**config.mk**
```make
export PLATFORM = sky130hd
export DESIGN_NAME = dcdll_core
export DESIGN_NICKNAME = d
export VERILOG_FILES = /design/src/shared/dcdll_pkg.sv /design/src/design/dcdll_core.sv
export SDC_FILE = /design/constraint.sdc
export NUM_CORES = 1
export LEC_CHECK = 0
export ABC_CLOCK_PERIOD_IN_PS = 4000
export BUFFER_PORTS_ARGS = -buffer_cell sky130_fd_sc_hd__buf_2
export CORE_UTILIZATION = 45
export CTS_CLUSTER_DIAMETER = 200
export CTS_CLUSTER_SIZE = 14
export DETAILED_ROUTE_END_ITERATION = 6
export GPL_TIMING_DRIVEN = 0
export PLACE_DENSITY_LB_ADDON = 0.3
export SLEW_MARGIN = 10
export SYNTH_ARGS = -nofsm -noshare
export SYNTH_HDL_FRONTEND = slang
export SYNTH_SLANG_ARGS = --single-unit
```
**constraint.sdc**
```tcl
create_clock -name mclk -period 4 [get_ports mclk]
set_input_delay 0.4 -clock mclk [delete_from_list [all_inputs] [get_ports mclk]]
set_output_delay 0.4 -clock mclk [all_outputs]
set_load 0.02 [all_outputs]
```
**src/shared/dcdll_pkg.sv**
```systemverilog
package dcdll_pkg;
  localparam logic [11:0] LOOP_CTRL_OFS      = 12'h091;
  localparam logic [11:0] LOOP_STATUS_OFS    = 12'h092;
  localparam logic [11:0] COARSE_SET_OFS     = 12'h094;
  localparam logic [11:0] FINE_SET_OFS       = 12'h095;
  localparam logic [11:0] PHASE_TGT_OFS      = 12'h096;
  localparam logic [11:0] BANDWIDTH_OFS      = 12'h097;
  localparam logic [11:0] SNAP_REQ_OFS       = 12'h098;
  localparam logic [11:0] COARSE_SNAP_OFS    = 12'h099;
  localparam logic [11:0] FINE_SNAP_OFS      = 12'h09a;
  localparam logic [11:0] PHASE_SNAP_OFS     = 12'h09b;
  localparam logic [11:0] CLK_SHAPE_OFS      = 12'h09d;
  localparam logic [11:0] TEST_CLK_OFS       = 12'h0a0;
  localparam logic [7:0]  FINE_SET_RST       = 8'h80;
  localparam logic [4:0]  PHASE_TGT_RST      = 5'h08;
  localparam logic [4:0]  PHASE_MIN          = 5'h00;
  localparam logic [4:0]  PHASE_MAX          = 5'h10;
  localparam logic [2:0]  CLK_SHAPE_RST      = 3'h3;
  localparam int          INVERT_BIT         = 2;
  localparam int          DUTY_BIT           = 1;
  localparam int          CROSS_BIT          = 0;
  localparam int          TEST_EN_BIT        = 7;
  localparam int          BW_FILT_LSB        = 2;
  localparam logic [7:0]  TRACK_BASE_CYCLES  = 8'h08;
  localparam logic [3:0]  LOCK_HOLD_TICKS    = 4'h4;
  typedef enum logic [1:0] {
    DCDLL_OPEN  = 2'b00,
    DCDLL_TRACK = 2'b01,
    DCDLL_LOCK  = 2'b11
  } dcdll_state_t;
endpackage

```
**src/design/dcdll_core.sv**
```systemverilog
`timescale 1ns/100ps
module dcdll_core
  import dcdll_pkg::*;
(
  // Clock and reset
  input  wire logic       mclk,
  input  wire logic       nrst,
  // Register port
  input  wire logic [11:0] reg_addr,
  input  wire logic [7:0]  reg_wdata,
  input  wire logic        reg_wr,
  output logic [7:0]       reg_rdata,
  // Phase detector
  input  wire logic [4:0]  phase_meas,
  // Delay line and clock controls
  output logic [5:0]       coarse_delay,
  output logic [7:0]       fine_delay,
  output logic             invert_core_clock,
  output logic             core_clock_duty_correct,
  output logic             core_clock_cross_ctrl,
  output logic             core_clk_out,
  output logic             test_clk_out,
  output logic             loop_locked_flag
);

  logic        loop_en_q;
  logic [5:0]  coarse_set_q;
  logic [7:0]  fine_set_q;
  logic [4:0]  phase_target_q;
  logic [2:0]  phase_filter_bandwidth_q;
  logic [1:0]  tracking_speed_q;
  logic        snap_req_q;
  logic [5:0]  coarse_delay_snapshot_q;
  logic [7:0]  fine_delay_snapshot_q;
  logic [4:0]  phase_snapshot_q;
  logic [2:0]  clk_shape_q;
  logic        test_en_q;
  logic [1:0]  test_div_q;
  logic [7:0]  fine_live_q;
  logic [4:0]  phase_filt_q;
  logic [7:0]  tick_cnt_q;
  logic        tick;
  logic [3:0]  hold_cnt_q;
  logic        locked_q;
  logic [3:0]  div_cnt_q;
  logic        core_tgl_q;
  logic        test_clk_q;
  dcdll_state_t state_q;

  function automatic logic hit(input logic [11:0] ofs);
    return reg_wr && (reg_addr == ofs);
  endfunction

  function automatic logic [4:0] clamp_phase(input logic [4:0] v);
    return (v > PHASE_MAX) ? PHASE_MAX : v;
  endfunction

  // Writable controls
  always_ff @(posedge mclk) begin
    if (!nrst) begin
      loop_en_q                <= 1'b0;
      coarse_set_q             <= 6'h00;
      fine_set_q               <= FINE_SET_RST;
      phase_target_q           <= PHASE_TGT_RST;
      phase_filter_bandwidth_q <= 3'h0;
      tracking_speed_q         <= 2'h0;
      clk_shape_q              <= CLK_SHAPE_RST;
      test_en_q                <= 1'b0;
      test_div_q               <= 2'h0;
    end else begin
      if (hit(LOOP_CTRL_OFS)) begin
        loop_en_q <= reg_wdata[0];
      end
      if (hit(COARSE_SET_OFS)) begin
        coarse_set_q <= reg_wdata[5:0];
      end
      if (hit(FINE_SET_OFS)) begin
        fine_set_q <= reg_wdata;
      end
      if (hit(PHASE_TGT_OFS)) begin
        phase_target_q <= clamp_phase(reg_wdata[4:0]);
      end
      if (hit(BANDWIDTH_OFS)) begin
        phase_filter_bandwidth_q <= reg_wdata[BW_FILT_LSB +: 3];
        tracking_speed_q         <= reg_wdata[1:0];
      end
      if (hit(CLK_SHAPE_OFS)) begin
        clk_shape_q <= reg_wdata[2:0];
      end
      if (hit(TEST_CLK_OFS)) begin
        test_en_q  <= reg_wdata[TEST_EN_BIT];
        test_div_q <= reg_wdata[1:0];
      end
    end
  end

  // Snapshot capture on a rising request
  always_ff @(posedge mclk) begin
    if (!nrst) begin
      snap_req_q              <= 1'b0;
      coarse_delay_snapshot_q <= 6'h00;
      fine_delay_snapshot_q   <= 8'h00;
      phase_snapshot_q        <= 5'h00;
    end else if (hit(SNAP_REQ_OFS)) begin
      snap_req_q <= reg_wdata[0];
      if (reg_wdata[0] && !snap_req_q) begin
        coarse_delay_snapshot_q <= coarse_delay;
        fine_delay_snapshot_q   <= fine_delay;
        phase_snapshot_q        <= phase_filt_q;
      end
    end
  end

  // Tracking tick from tracking speed
  always_ff @(posedge mclk) begin
    if (!nrst || tick) begin
      tick_cnt_q <= 8'h00;
    end else begin
      tick_cnt_q <= tick_cnt_q + 8'h01;
    end
  end
  assign tick = (tick_cnt_q >= ((TRACK_BASE_CYCLES << tracking_speed_q) - 8'h01));

  // Phase measurement filter
  always_ff @(posedge mclk) begin
    if (!nrst) begin
      phase_filt_q <= 5'h00;
    end else if (phase_filter_bandwidth_q == 3'h0) begin
      phase_filt_q <= phase_meas;
    end else if (tick) begin
      phase_filt_q <= phase_filt_q + 5'($signed(6'(phase_meas) - 6'(phase_filt_q))
                      >>> phase_filter_bandwidth_q);
    end
  end

  // Loop controller
  always_ff @(posedge mclk) begin
    if (!nrst) begin
      state_q     <= DCDLL_OPEN;
      fine_live_q <= FINE_SET_RST;
      hold_cnt_q  <= 4'h0;
      locked_q    <= 1'b0;
    end else begin
      case (state_q)
        DCDLL_OPEN: begin
          fine_live_q <= fine_set_q;
          hold_cnt_q  <= 4'h0;
          locked_q    <= 1'b0;
          if (loop_en_q) begin
            state_q <= DCDLL_TRACK;
          end
        end
        DCDLL_TRACK: begin
          if (!loop_en_q) begin
            state_q <= DCDLL_OPEN;
          end else if (tick) begin
            if (phase_filt_q < phase_target_q) begin
              fine_live_q <= (fine_live_q == 8'hff) ? fine_live_q : fine_live_q + 8'h01;
              hold_cnt_q  <= 4'h0;
            end else if (phase_filt_q > phase_target_q) begin
              fine_live_q <= (fine_live_q == 8'h00) ? fine_live_q : fine_live_q - 8'h01;
              hold_cnt_q  <= 4'h0;
            end else if (hold_cnt_q == LOCK_HOLD_TICKS - 4'h1) begin
              locked_q <= 1'b1;
              state_q  <= DCDLL_LOCK;
            end else begin
              hold_cnt_q <= hold_cnt_q + 4'h1;
            end
          end
        end
        DCDLL_LOCK: begin
          if (!loop_en_q) begin
            state_q  <= DCDLL_OPEN;
            locked_q <= 1'b0;
          end else if (tick && phase_filt_q != phase_target_q) begin
            fine_live_q <= (phase_filt_q < phase_target_q) ?
                           ((fine_live_q == 8'hff) ? fine_live_q : fine_live_q + 8'h01) :
                           ((fine_live_q == 8'h00) ? fine_live_q : fine_live_q - 8'h01);
          end
        end
        default: begin
          state_q <= DCDLL_OPEN;
        end
      endcase
    end
  end

  // Clock generation and test divider
  always_ff @(posedge mclk) begin
    if (!nrst) begin
      div_cnt_q  <= 4'h0;
      core_tgl_q <= 1'b0;
      test_clk_q <= 1'b0;
    end else begin
      div_cnt_q  <= div_cnt_q + 4'h1;
      core_tgl_q <= ~core_tgl_q;
      test_clk_q <= test_en_q & div_cnt_q[test_div_q];
    end
  end

  assign coarse_delay            = coarse_set_q;
  assign fine_delay              = fine_live_q;
  assign invert_core_clock       = clk_shape_q[INVERT_BIT];
  assign core_clock_duty_correct = clk_shape_q[DUTY_BIT];
  assign core_clock_cross_ctrl   = clk_shape_q[CROSS_BIT];
  assign core_clk_out            = core_tgl_q ^ clk_shape_q[INVERT_BIT];
  assign test_clk_out            = test_clk_q;
  assign loop_locked_flag        = locked_q;

  // Register readback
  always_comb begin
    reg_rdata = 8'h00;
    if (reg_addr == LOOP_CTRL_OFS) begin
      reg_rdata = {7'h00, loop_en_q};
    end else if (reg_addr == LOOP_STATUS_OFS) begin
      reg_rdata = {7'h00, locked_q};
    end else if (reg_addr == COARSE_SET_OFS) begin
      reg_rdata = {2'h0, coarse_set_q};
    end else if (reg_addr == FINE_SET_OFS) begin
      reg_rdata = fine_set_q;
    end else if (reg_addr == PHASE_TGT_OFS) begin
      reg_rdata = {3'h0, phase_target_q};
    end else if (reg_addr == BANDWIDTH_OFS) begin
      reg_rdata = {3'h0, phase_filter_bandwidth_q, tracking_speed_q};
    end else if (reg_addr == SNAP_REQ_OFS) begin
      reg_rdata = {7'h00, snap_req_q};
    end else if (reg_addr == COARSE_SNAP_OFS) begin
      reg_rdata = {2'h0, coarse_delay_snapshot_q};
    end else if (reg_addr == FINE_SNAP_OFS) begin
      reg_rdata = fine_delay_snapshot_q;
    end else if (reg_addr == PHASE_SNAP_OFS) begin
      reg_rdata = {3'h0, phase_snapshot_q};
    end else if (reg_addr == CLK_SHAPE_OFS) begin
      reg_rdata = {5'h00, clk_shape_q};
    end else if (reg_addr == TEST_CLK_OFS) begin
      reg_rdata = {test_en_q, 5'h00, test_div_q};
    end
  end
endmodule // dcdll_core

```
Yosys cells after proc, flatten, opt, wreduce, memory -nomap -nowiden
Index checks and enable logic that the tools add are counted. Widths: inputs -> output; s select.

Register bits: 85. Bits in latches: 0. Output and inout bits: 28. Memories kept: 0. Word-level logic and storage cells: 144. RAM bits: 0. ROM bits: 0. Bits of input ports: 28.

Div/mod/pow operators: 0. Order comparisons: 5. Eq/ne operators: 32. Shifts and indexed selects: 2. Bitwise logic cells: 3. Multipliers: 0. Muxes and demuxes: 48. Reductions and logical operators: 24. $add $sub $neg: 8.

Operators with widths (number): $mux 8 (21); $eq 12x8->1 const B (12); $pmux 8 s3 (1); $mux 4 (5); $ne 2x2->1 const B (9); $add 8x1->8 const B (2); $sub 8x1->8 const B (2); $mux 5 (3); $ne 3x3->1 const B (5); $mux 2 (7); $reduce_and 6->1 (2); $logic_and 1x1->1 (10); $add 4x1->4 const B (2); $eq 8x8->1 const B (1); $ge 8x8->1 (1); $logic_not 8->1 (1); $pmux 4 s2 (1); $shl 4x2->8 const A (1); $mux 1 (7); $reduce_and 7->1 (1); $pmux 2 s3 (1); $sshr 6x3->5 (1); $sub 5x5->6 (1); $add 5x5->5 (1); other kinds (22) (24).

Logic depth before layout (Yosys ltp)
Gate-level depths: netlist of the first run.

Word-level depth: 13. Mapped depth: 17. Depth with buffers taken out: 17.

Worst setup path after synthesis of the first run
No wires, ideal clock.

Path kind: input to register. Start point: input phase_meas[0]. End point: register phase_filt_q[4]. Path slack: 0.742 ns. Required time: 3.868 ns. Arrival: 3.125 ns. Stages on the path: 17. Library setup time: 0.132 ns. Buffers on the path: 0. Cells stage by stage: inv_1 -> ha_1 -> inv_1 -> fa_1 -> a21o_1 -> a21oi_1 -> xnor2_1 -> mux2i_1 -> a21oi_1 -> ha_1 -> fa_1 -> a21o_1 -> a21oi_1 -> nor2_1 -> a221oi_1 -> xnor2_1 -> a21oi_1.

Word-level cells in the longest chain between the ends: 5.

RTL lines: start, declared (line dcdll_core.sv:14) `input wire logic [4:0] phase_meas,`; $sub 5x5->6 (line dcdll_core.sv:131) `phase_filt_q <= phase_filt_q + 5'($signed(6'(phase_meas) - 6'(phase_filt_q))`; $sshr 6x3->5 (line dcdll_core.sv:131); $add 5x5->5 (line dcdll_core.sv:131); $mux 5 (line dcdll_core.sv:130) `end else if (tick) begin`; $mux 5 (line dcdll_core.sv:128) `end else if (phase_filter_bandwidth_q == 3'h0) begin`; end signal, assigned (line dcdll_core.sv:129) `phase_filt_q <= phase_meas;`; end signal, assigned (line dcdll_core.sv:131); end, declared (line dcdll_core.sv:40) `logic [4:0] phase_filt_q;`.

No other way between the ends. The select of a mux whose other input is x is not followed. A chain may end at the register's enable or synchronous reset.

Worst setup path after layout of the first run
Start point: register phase_filt_q[0]. End point: register phase_filt_q[4].

Word-level cells in the longest chain between the ends: 5.

RTL lines (line): $sub 5x5->6 (dcdll_core.sv:131); $sshr 6x3->5 (dcdll_core.sv:131); $add 5x5->5 (*) (dcdll_core.sv:131); $mux 5 (*) (dcdll_core.sv:130); $mux 5 (*) (dcdll_core.sv:128).

Mark *: on every way between the ends. The rest lies on a longest branch, timed or not. The select of a mux whose other input is x is not followed.

==> results.md, run 1 <==
* Cell count after synthesis at 611
* Slew Limit Fails at 0
* First-pass GRT wire length at 23.3 mm
* Crit path capture type: flip-flop
* Crit-path max FO at 5
* Layout fillers at 1,047
* Synth Register Bits at 85
* Synth Warn # at 0
* Worst hold path class: primary input to flip-flop
* GR Layer Usage met2 at 0.429
* Sequential cell area fraction in the yosys report at 0.332
* Worst-Margin Slew at 744 ps
* Crit path cell chain: ha_1, inv_1, fa_1, xnor2_1, o22ai_1, a211oi_1, a21oi_1, ha_1, fa_1, a21o_1, a21oi_1, nor2_1, a221oi_1, xnor2_1, a21oi_1
* Crit path arrival time at 4030 ps
* Max frequency at 0.262 GHz
* CTS tree: yes
* Die height at 109 µm
* # H-tree levels at 3
* Clock-pin slew on the worst setup and hold paths at 60 ps
* Initial drt markers at 368
* GRT busiest layer: met2
* CP Buf/Inv Count at 1
* Cell area power density at 324 nW/µm²
* Count leader, synth: dfxtp_1
* Port buffer count at 52
* MaxCap Viol Count at 0
* Total CTS buffers at 9
* Area share of the largest cell type after synthesis at 0.332
* Power after layout at 1.89 mW
* Syn Area/Cell at 8.39 µm²
* Async S/R FF share, synth at 0
* Register-to-register setup slack at 180 ps
* Syn Std Cell Area at 5120 µm²
* Crit Path Category: flip-flop to flip-flop
* Final Hold Fails at 0
* Top cells by count, synth: 85 x dfxtp_1, 84 x nor2_1, 62 x mux2i_1
* Hpwl dp at 11.3 mm
* Status: finished, final reports clean
* # setup viols final at 0
* Skew-Pair Late Insertion Delay at 350 ps
* # diodes at 0
* Layout Skew at 8.17 ps
* GPL Wtd Cong at 0.900
* DR pass1 iterations at 5
* Max stage delay cell, worst path: dfxtp_1
* Setup TNS at 0 ps
* Dominant cell type by area after synthesis: dfxtp_1
* Period utilization at 0.954
* Final ANT Viol Nets at 0
* Die Area at 11,800 µm²
* Routing usage on met3 at 0.0442
* Area grow syn2layout at 13.9%
* Grt met1 use at 0.334
* Initial antenna violation count at 0
* I/O Pins at 56
* Prevailing post-synth register cell: dfxtp_1
* Initial Utilization at 0.467
* Crit path top cell by count: a21oi_1
* FP Rows at 38
* Core footprint at 11,000 µm²
* Unrepaired setup endpoints after global routing: false
* Cell family with most CP delay: compound AO/OA/AOI/OAI gates
* Worst VDD drop at 0.209 mV
* CTS sink count at 85
* EDFF count, synth at 0
* Vias in the first global route at 4,572
* WP data required at 4210 ps
* Die Wd at 109 µm
* GRT Util Overall at 0.260
* Nets at 731
* Post-synthesis cell type count at 65
* Drt wl/cell at 18.3 µm
* Final worst hold slack at 297 ps
* Global route overflow at 0
* Tmin final at 3820 ps
* CP max stage delay at 490 ps
* Crit path launch type: flip-flop
* Synthesized net count at 669
* Routed WL at 15.0 mm
* Root Driver: clkbuf_16
* Share of layout cells above drive strength 1 at 0.120
* Largest net degree at the start of global routing at 14
* Clock tree buffer depth at 2
* Resize count post-CTS at 0
* Area contributors post-synth: dfxtp_1 33%, mux2i_1 12%, ha_1 6.6%
* Via-to-Cell Ratio at 5.85
* Vias at 4,783
* # DRC at 0
* Leakage at 2.50 nW
* Max transition margin at 0.502
## layout by cell type (no fill, tap or decap), types with 6 or more instances in the layout
| cell type | instances |
|---|---|
| nor2b_1 | 11 |
| a31oi_1 | 7 |
| clkbuf_1 | 31 |
| buf_2 | 53 |
| nor3_1 | 11 |
| a211oi_1 | 14 |
| o21ai_0 | 21 |
| xnor2_1 | 8 |
| nor2_1 | 84 |
| xor2_1 | 7 |
| inv_1 | 21 |
| nand2_1 | 44 |
| dfxtp_1 | 85 |
| o22ai_1 | 6 |
| nand4_1 | 8 |
| clkbuf_16 | 9 |
| a21oi_1 | 37 |
| ha_1 | 27 |
| a21o_1 | 7 |
| nand2b_1 | 9 |
| and3_1 | 6 |
| mux2i_1 | 62 |
| nand3b_1 | 7 |
| nand3_1 | 20 |
## state kept, by name (all words and copies together) (netlist names), 3 cells and up
register,cells
tick_cnt_q,8
clk_shape_q,3
fine_delay,8
div_cnt_q,4
phase_filt_q,5
hold_cnt_q,4
fine_set_q,8
coarse_delay_snapshot_q,6
phase_target_q,5
phase_filter_bandwidth_q,3
fine_delay_snapshot_q,8
coarse_delay,6
phase_snapshot_q,5
## kinds of logic after synthesis
group | after synthesis | synth area share
simple gates | 227 | 0.221
compound gates | 132 | 0.169
flops | 85 | 0.332
mux | 63 | 0.123
buf+inv | 57 | 0.0464
fa+ha+maj | 30 | 0.0776
xor+xnor | 16 | 0.0300
other cells | 1 | 0.000732
## per-stage QoR
step           worst slack (ps)   util  cell area, µm²  std cells
3_5_place_dp                234  0.506            5560        803
6_report                    182  0.532            5840        817
4_1_cts                     247  0.532            5840        818
3_3_place_gp                400  0.506            5560        803
5_1_grt                    17.5  0.532            5840        817
2_1_floorplan               742      -            5120        611
## final timing paths
check	from	to	cells after the start
min	reg_wdata[6]	fine_set_q[6]	3
max reg2reg	phase_filt_q[0]	phase_filt_q[4]	15
min reg2reg	core_tgl_q	core_tgl_q	1
max	phase_filt_q[0]	phase_filt_q[4]	15
## worst reg2reg max path, cell delays in order, from the launching register on
cell	delay (ps)
dfxtp_1	490
ha_1	230
inv_1	50
fa_1	400
xnor2_1	290
o22ai_1	150
a211oi_1	290
a21oi_1	90
ha_1	240
fa_1	410
a21o_1	200
a21oi_1	210
nor2_1	70
a221oi_1	320
xnor2_1	160
a21oi_1	80
## timing repair
item | in CTS | in global routing
buffers inserted | 0 | 0
setup endpoints to repair | 0 | 2
hold buffers | 0 | 0
## cell type report
cell class                 instances  area (µm²)  share of cell area
tap                              140         175              0.0300
clock inverter                     4        50.0             0.00857
inverter                          23        86.3              0.0148
clock buffer                      11         233              0.0399
timing repair buffer              52         260              0.0446
buffer                            33         148              0.0253
multi-input combinational        469        3190               0.546
sequential                        85        1700               0.291
## per-layer routing
layer / up-vias / wire, µm
li1: 2317 / -
met3: 34 / 1010
met1: 2239 / 6630
met4: 0 / 467
met2: 193 / 6850
met5: - / 0
## where the power goes
group          total [mW]  internal [mW]  switching (mW)
Combinational       0.221         0.0849           0.136
Clock               0.809          0.479           0.330
Sequential          0.863          0.854         0.00890
Total                1.89           1.42           0.475
Power figures use the tool's default switching activity.
==> inputs of run 2 (changes only) <==
--- a/config.mk
+++ b/config.mk
@@ -5,8 +5,8 @@
 export SDC_FILE = /design/constraint.sdc
 export NUM_CORES = 1
 export LEC_CHECK = 0
-export ABC_CLOCK_PERIOD_IN_PS = 4000
 export BUFFER_PORTS_ARGS = -buffer_cell sky130_fd_sc_hd__buf_2
+export CORE_MARGIN = 5
 export CORE_UTILIZATION = 45
 export CTS_CLUSTER_DIAMETER = 200
 export CTS_CLUSTER_SIZE = 14
==> constraint.sdc (replaced) <==
create_clock -name mclk -period 3.45 [get_ports mclk]
set_input_delay 0.345 -clock mclk [delete_from_list [all_inputs] [get_ports mclk]]
set_output_delay 0.345 -clock mclk [all_outputs]
set_load 0.02 [all_outputs]
==> run 2 against run 1 <==
Compared with the run above: sequential power is 16% higher; critical path depth is the same; maximum frequency grew 15%; die area increased by 15%; via count is 0.40% lower.
==> results.md, run 2 (same netlist as run 1, synthesis figures left out) <==
* Global route overflow at 0 (unchanged)
* Post-CTS setup buffers at 0 (unchanged)
* Hpwl dp at 10.9 mm (was 11.3 mm)
* R2R cell count at 15 (unchanged)
* Max transition margin at 0.513 (was 0.502)
* CP Capture Point: phase_filt_q[4] (unchanged)
* Root Driver: clkbuf_16 (unchanged)
* Storage cell area at 1710 µm² (was 1700 µm²)
* CTS sink count at 85 (unchanged)
* FF-to-FF End: phase_filt_q[4] (unchanged)
* Slew Limit Fails at 0 (unchanged)
* Core footprint at 11,300 µm² (was 11,000 µm²)
* Crit Path Category: flip-flop to flip-flop (unchanged)
* CTS tree: yes (unchanged)
* Leakage at 2.52 nW (was 2.50 nW)
* # diodes at 0 (unchanged)
* Initial antenna violation count at 0 (unchanged)
* DR pass1 iterations at 5 (unchanged)
* Clock-pin slew on the worst setup and hold paths at 60 ps (about the same)
* GRT Util Overall at 0.215 (was 0.260)
* Crit-path max FO at 5 (unchanged)
* Power after layout at 2.24 mW (was 1.89 mW)
* GPL Wtd Cong at 0.921 (was 0.900)
* # DRC at 0 (unchanged)
* Vias in the first global route at 4,537 (was 4,572)
* Tmin final at 3320 ps (was 3820 ps)
* Most frequent cells in the layout: 84 x nor2_1, 81 x dfxtp_1, 62 x mux2i_1 (was 85 x dfxtp_1, 84 x nor2_1, 62 x mux2i_1)
* CP Launch Point: phase_filt_q[0] (unchanged)
* FP Rows at 39 (was 38)
* Max frequency at 0.301 GHz (was 0.262 GHz)
* Final Hold Fails at 0 (unchanged)
* Vias at 4,764 (was 4,783)
* Post-placement cell area at 5560 µm² (about the same)
* Die height at 117 µm (was 109 µm)
* Crit path launch type: flip-flop (unchanged)
* Worst-Margin Slew at 726 ps (was 744 ps)
* Final ANT Viol Nets at 0 (unchanged)
* Register-to-register setup slack at 130 ps (was 180 ps)
* RR Startpoint: phase_filt_q[0] (unchanged)
* MaxCap Viol Count at 0 (unchanged)
* Initial Utilization at 0.455 (was 0.467)
* Total CTS buffers at 9 (unchanged)
* First-pass GRT wire length at 22.9 mm (was 23.3 mm)
* # H-tree levels at 3 (unchanged)
* Crit path capture type: flip-flop (unchanged)
* Commonest non-fill, non-tap cell in the layout: nor2_1 (was dfxtp_1)
* Layout Skew at 6.60 ps (was 8.17 ps)
* Crit path arrival time at 3530 ps (was 4030 ps)
* Area grow syn2layout at 15.6% (was 13.9%)
* Multi-input logic area at 3240 µm² (was 3190 µm²)
* Worst hold path class: primary input to flip-flop (unchanged)
* Routed WL at 14.5 mm (was 15.0 mm)
* Period utilization at 0.963 (was 0.954)
* Largest net degree at the start of global routing at 14 (unchanged)
* Via-to-Cell Ratio at 5.81 (was 5.85)
* Share of layout cells above drive strength 1 at 0.145 (was 0.120)
* Final Cell Area at 5920 µm² (was 5840 µm²)
* Drt wl/cell at 17.6 µm (was 18.3 µm)
* Setup TNS at 0 ps (unchanged)
* # setup viols final at 0 (unchanged)
* Unrepaired setup endpoints after global routing: true (was false)
* WP data required at 3660 ps (was 4210 ps)
* Resize count post-CTS at 7 (was 0)
* I/O Pins at 56 (unchanged)
* Nets at 731 (unchanged)
* Skew-Pair Late Insertion Delay at 340 ps (was 350 ps)
* Port buffer count at 52 (unchanged)
* Cell area power density at 378 nW/µm² (was 324 nW/µm²)
* CTS hold repair buffers at 0 (unchanged)
* Die Wd at 117 µm (was 109 µm)
* Layout fillers at 1,058 (was 1,047)
* Clock tree buffer depth at 2 (unchanged)
* Initial drt markers at 412 (was 368)
* Status: finished, final reports clean (unchanged)
* Worst VDD drop at 0.264 mV (was 0.209 mV)
* Die Area at 13,600 µm² (was 11,800 µm²)
==> run 2: how the worst min path moves through the flow <==
stage                 start            end  slack (ps)  depth (start not counted)
6_report       reg_wdata[7]  fine_set_q[7]         250                          3
5_1_grt        reg_wdata[7]  fine_set_q[7]         260                          3
4_1_cts        reg_wdata[7]  fine_set_q[7]         240                          3
3_5_place_dp     core_tgl_q     core_tgl_q         420                          1
3_3_place_gp     core_tgl_q     core_tgl_q         410                          1
2_1_floorplan    core_tgl_q     core_tgl_q         400                          1
==> run 2: stage by stage <==
stage	instances	setup WS, ps	util	hold WS, ps
after global placement	806	-115	0.494	409
after global routing	820	-87.8	0.525	263
after detailed placement	806	-281	0.494	415
final	820	127	0.525	251
after CTS	820	13.2	0.522	241
after floorplan	611	211	-	396
==> run 2: layer usage <==
metal / global-route usage / vias up / wire, µm
met2: 0.339 / 152 / 6590
met4: 0.0933 / 0 / 454
met1: 0.289 / 2247 / 6570
met5: 0 / - / 0
li1: - / 2332 / -
met3: 0.0373 / 33 / 843
==> run 2: cell type report <==
cell class	count	share of cell area
multi-input cells	469	0.547
plain buffers	33	0.0249
inverters	23	0.0146
clock inverters	3	0.00760
clock buffers	12	0.0433
flip-flops and latches	85	0.289
repair buffers	52	0.0439
well taps	143	0.0302
==> run 2: worst max-delay path, stage by stage (launching register included) <==
cell and delay, ps:
dfxtp_2 370, ha_2 190, inv_1 50, fa_2 360, a21o_1 170, a21oi_1 160
xnor2_1 120, a21oi_1 210, o21ai_0 210, fa_2 420, a21o_1 200, a21oi_2 160
nor2_1 70, a221oi_2 260, xnor2_1 150, a21oi_1 80
==> run 2: report_power, final <==
part	internal, mW	total (mW)	switching, mW
logic	0.104	0.259	0.155
registers	0.990	1.00	0.00972
clock network	0.596	0.981	0.385
total	1.69	2.24	0.549
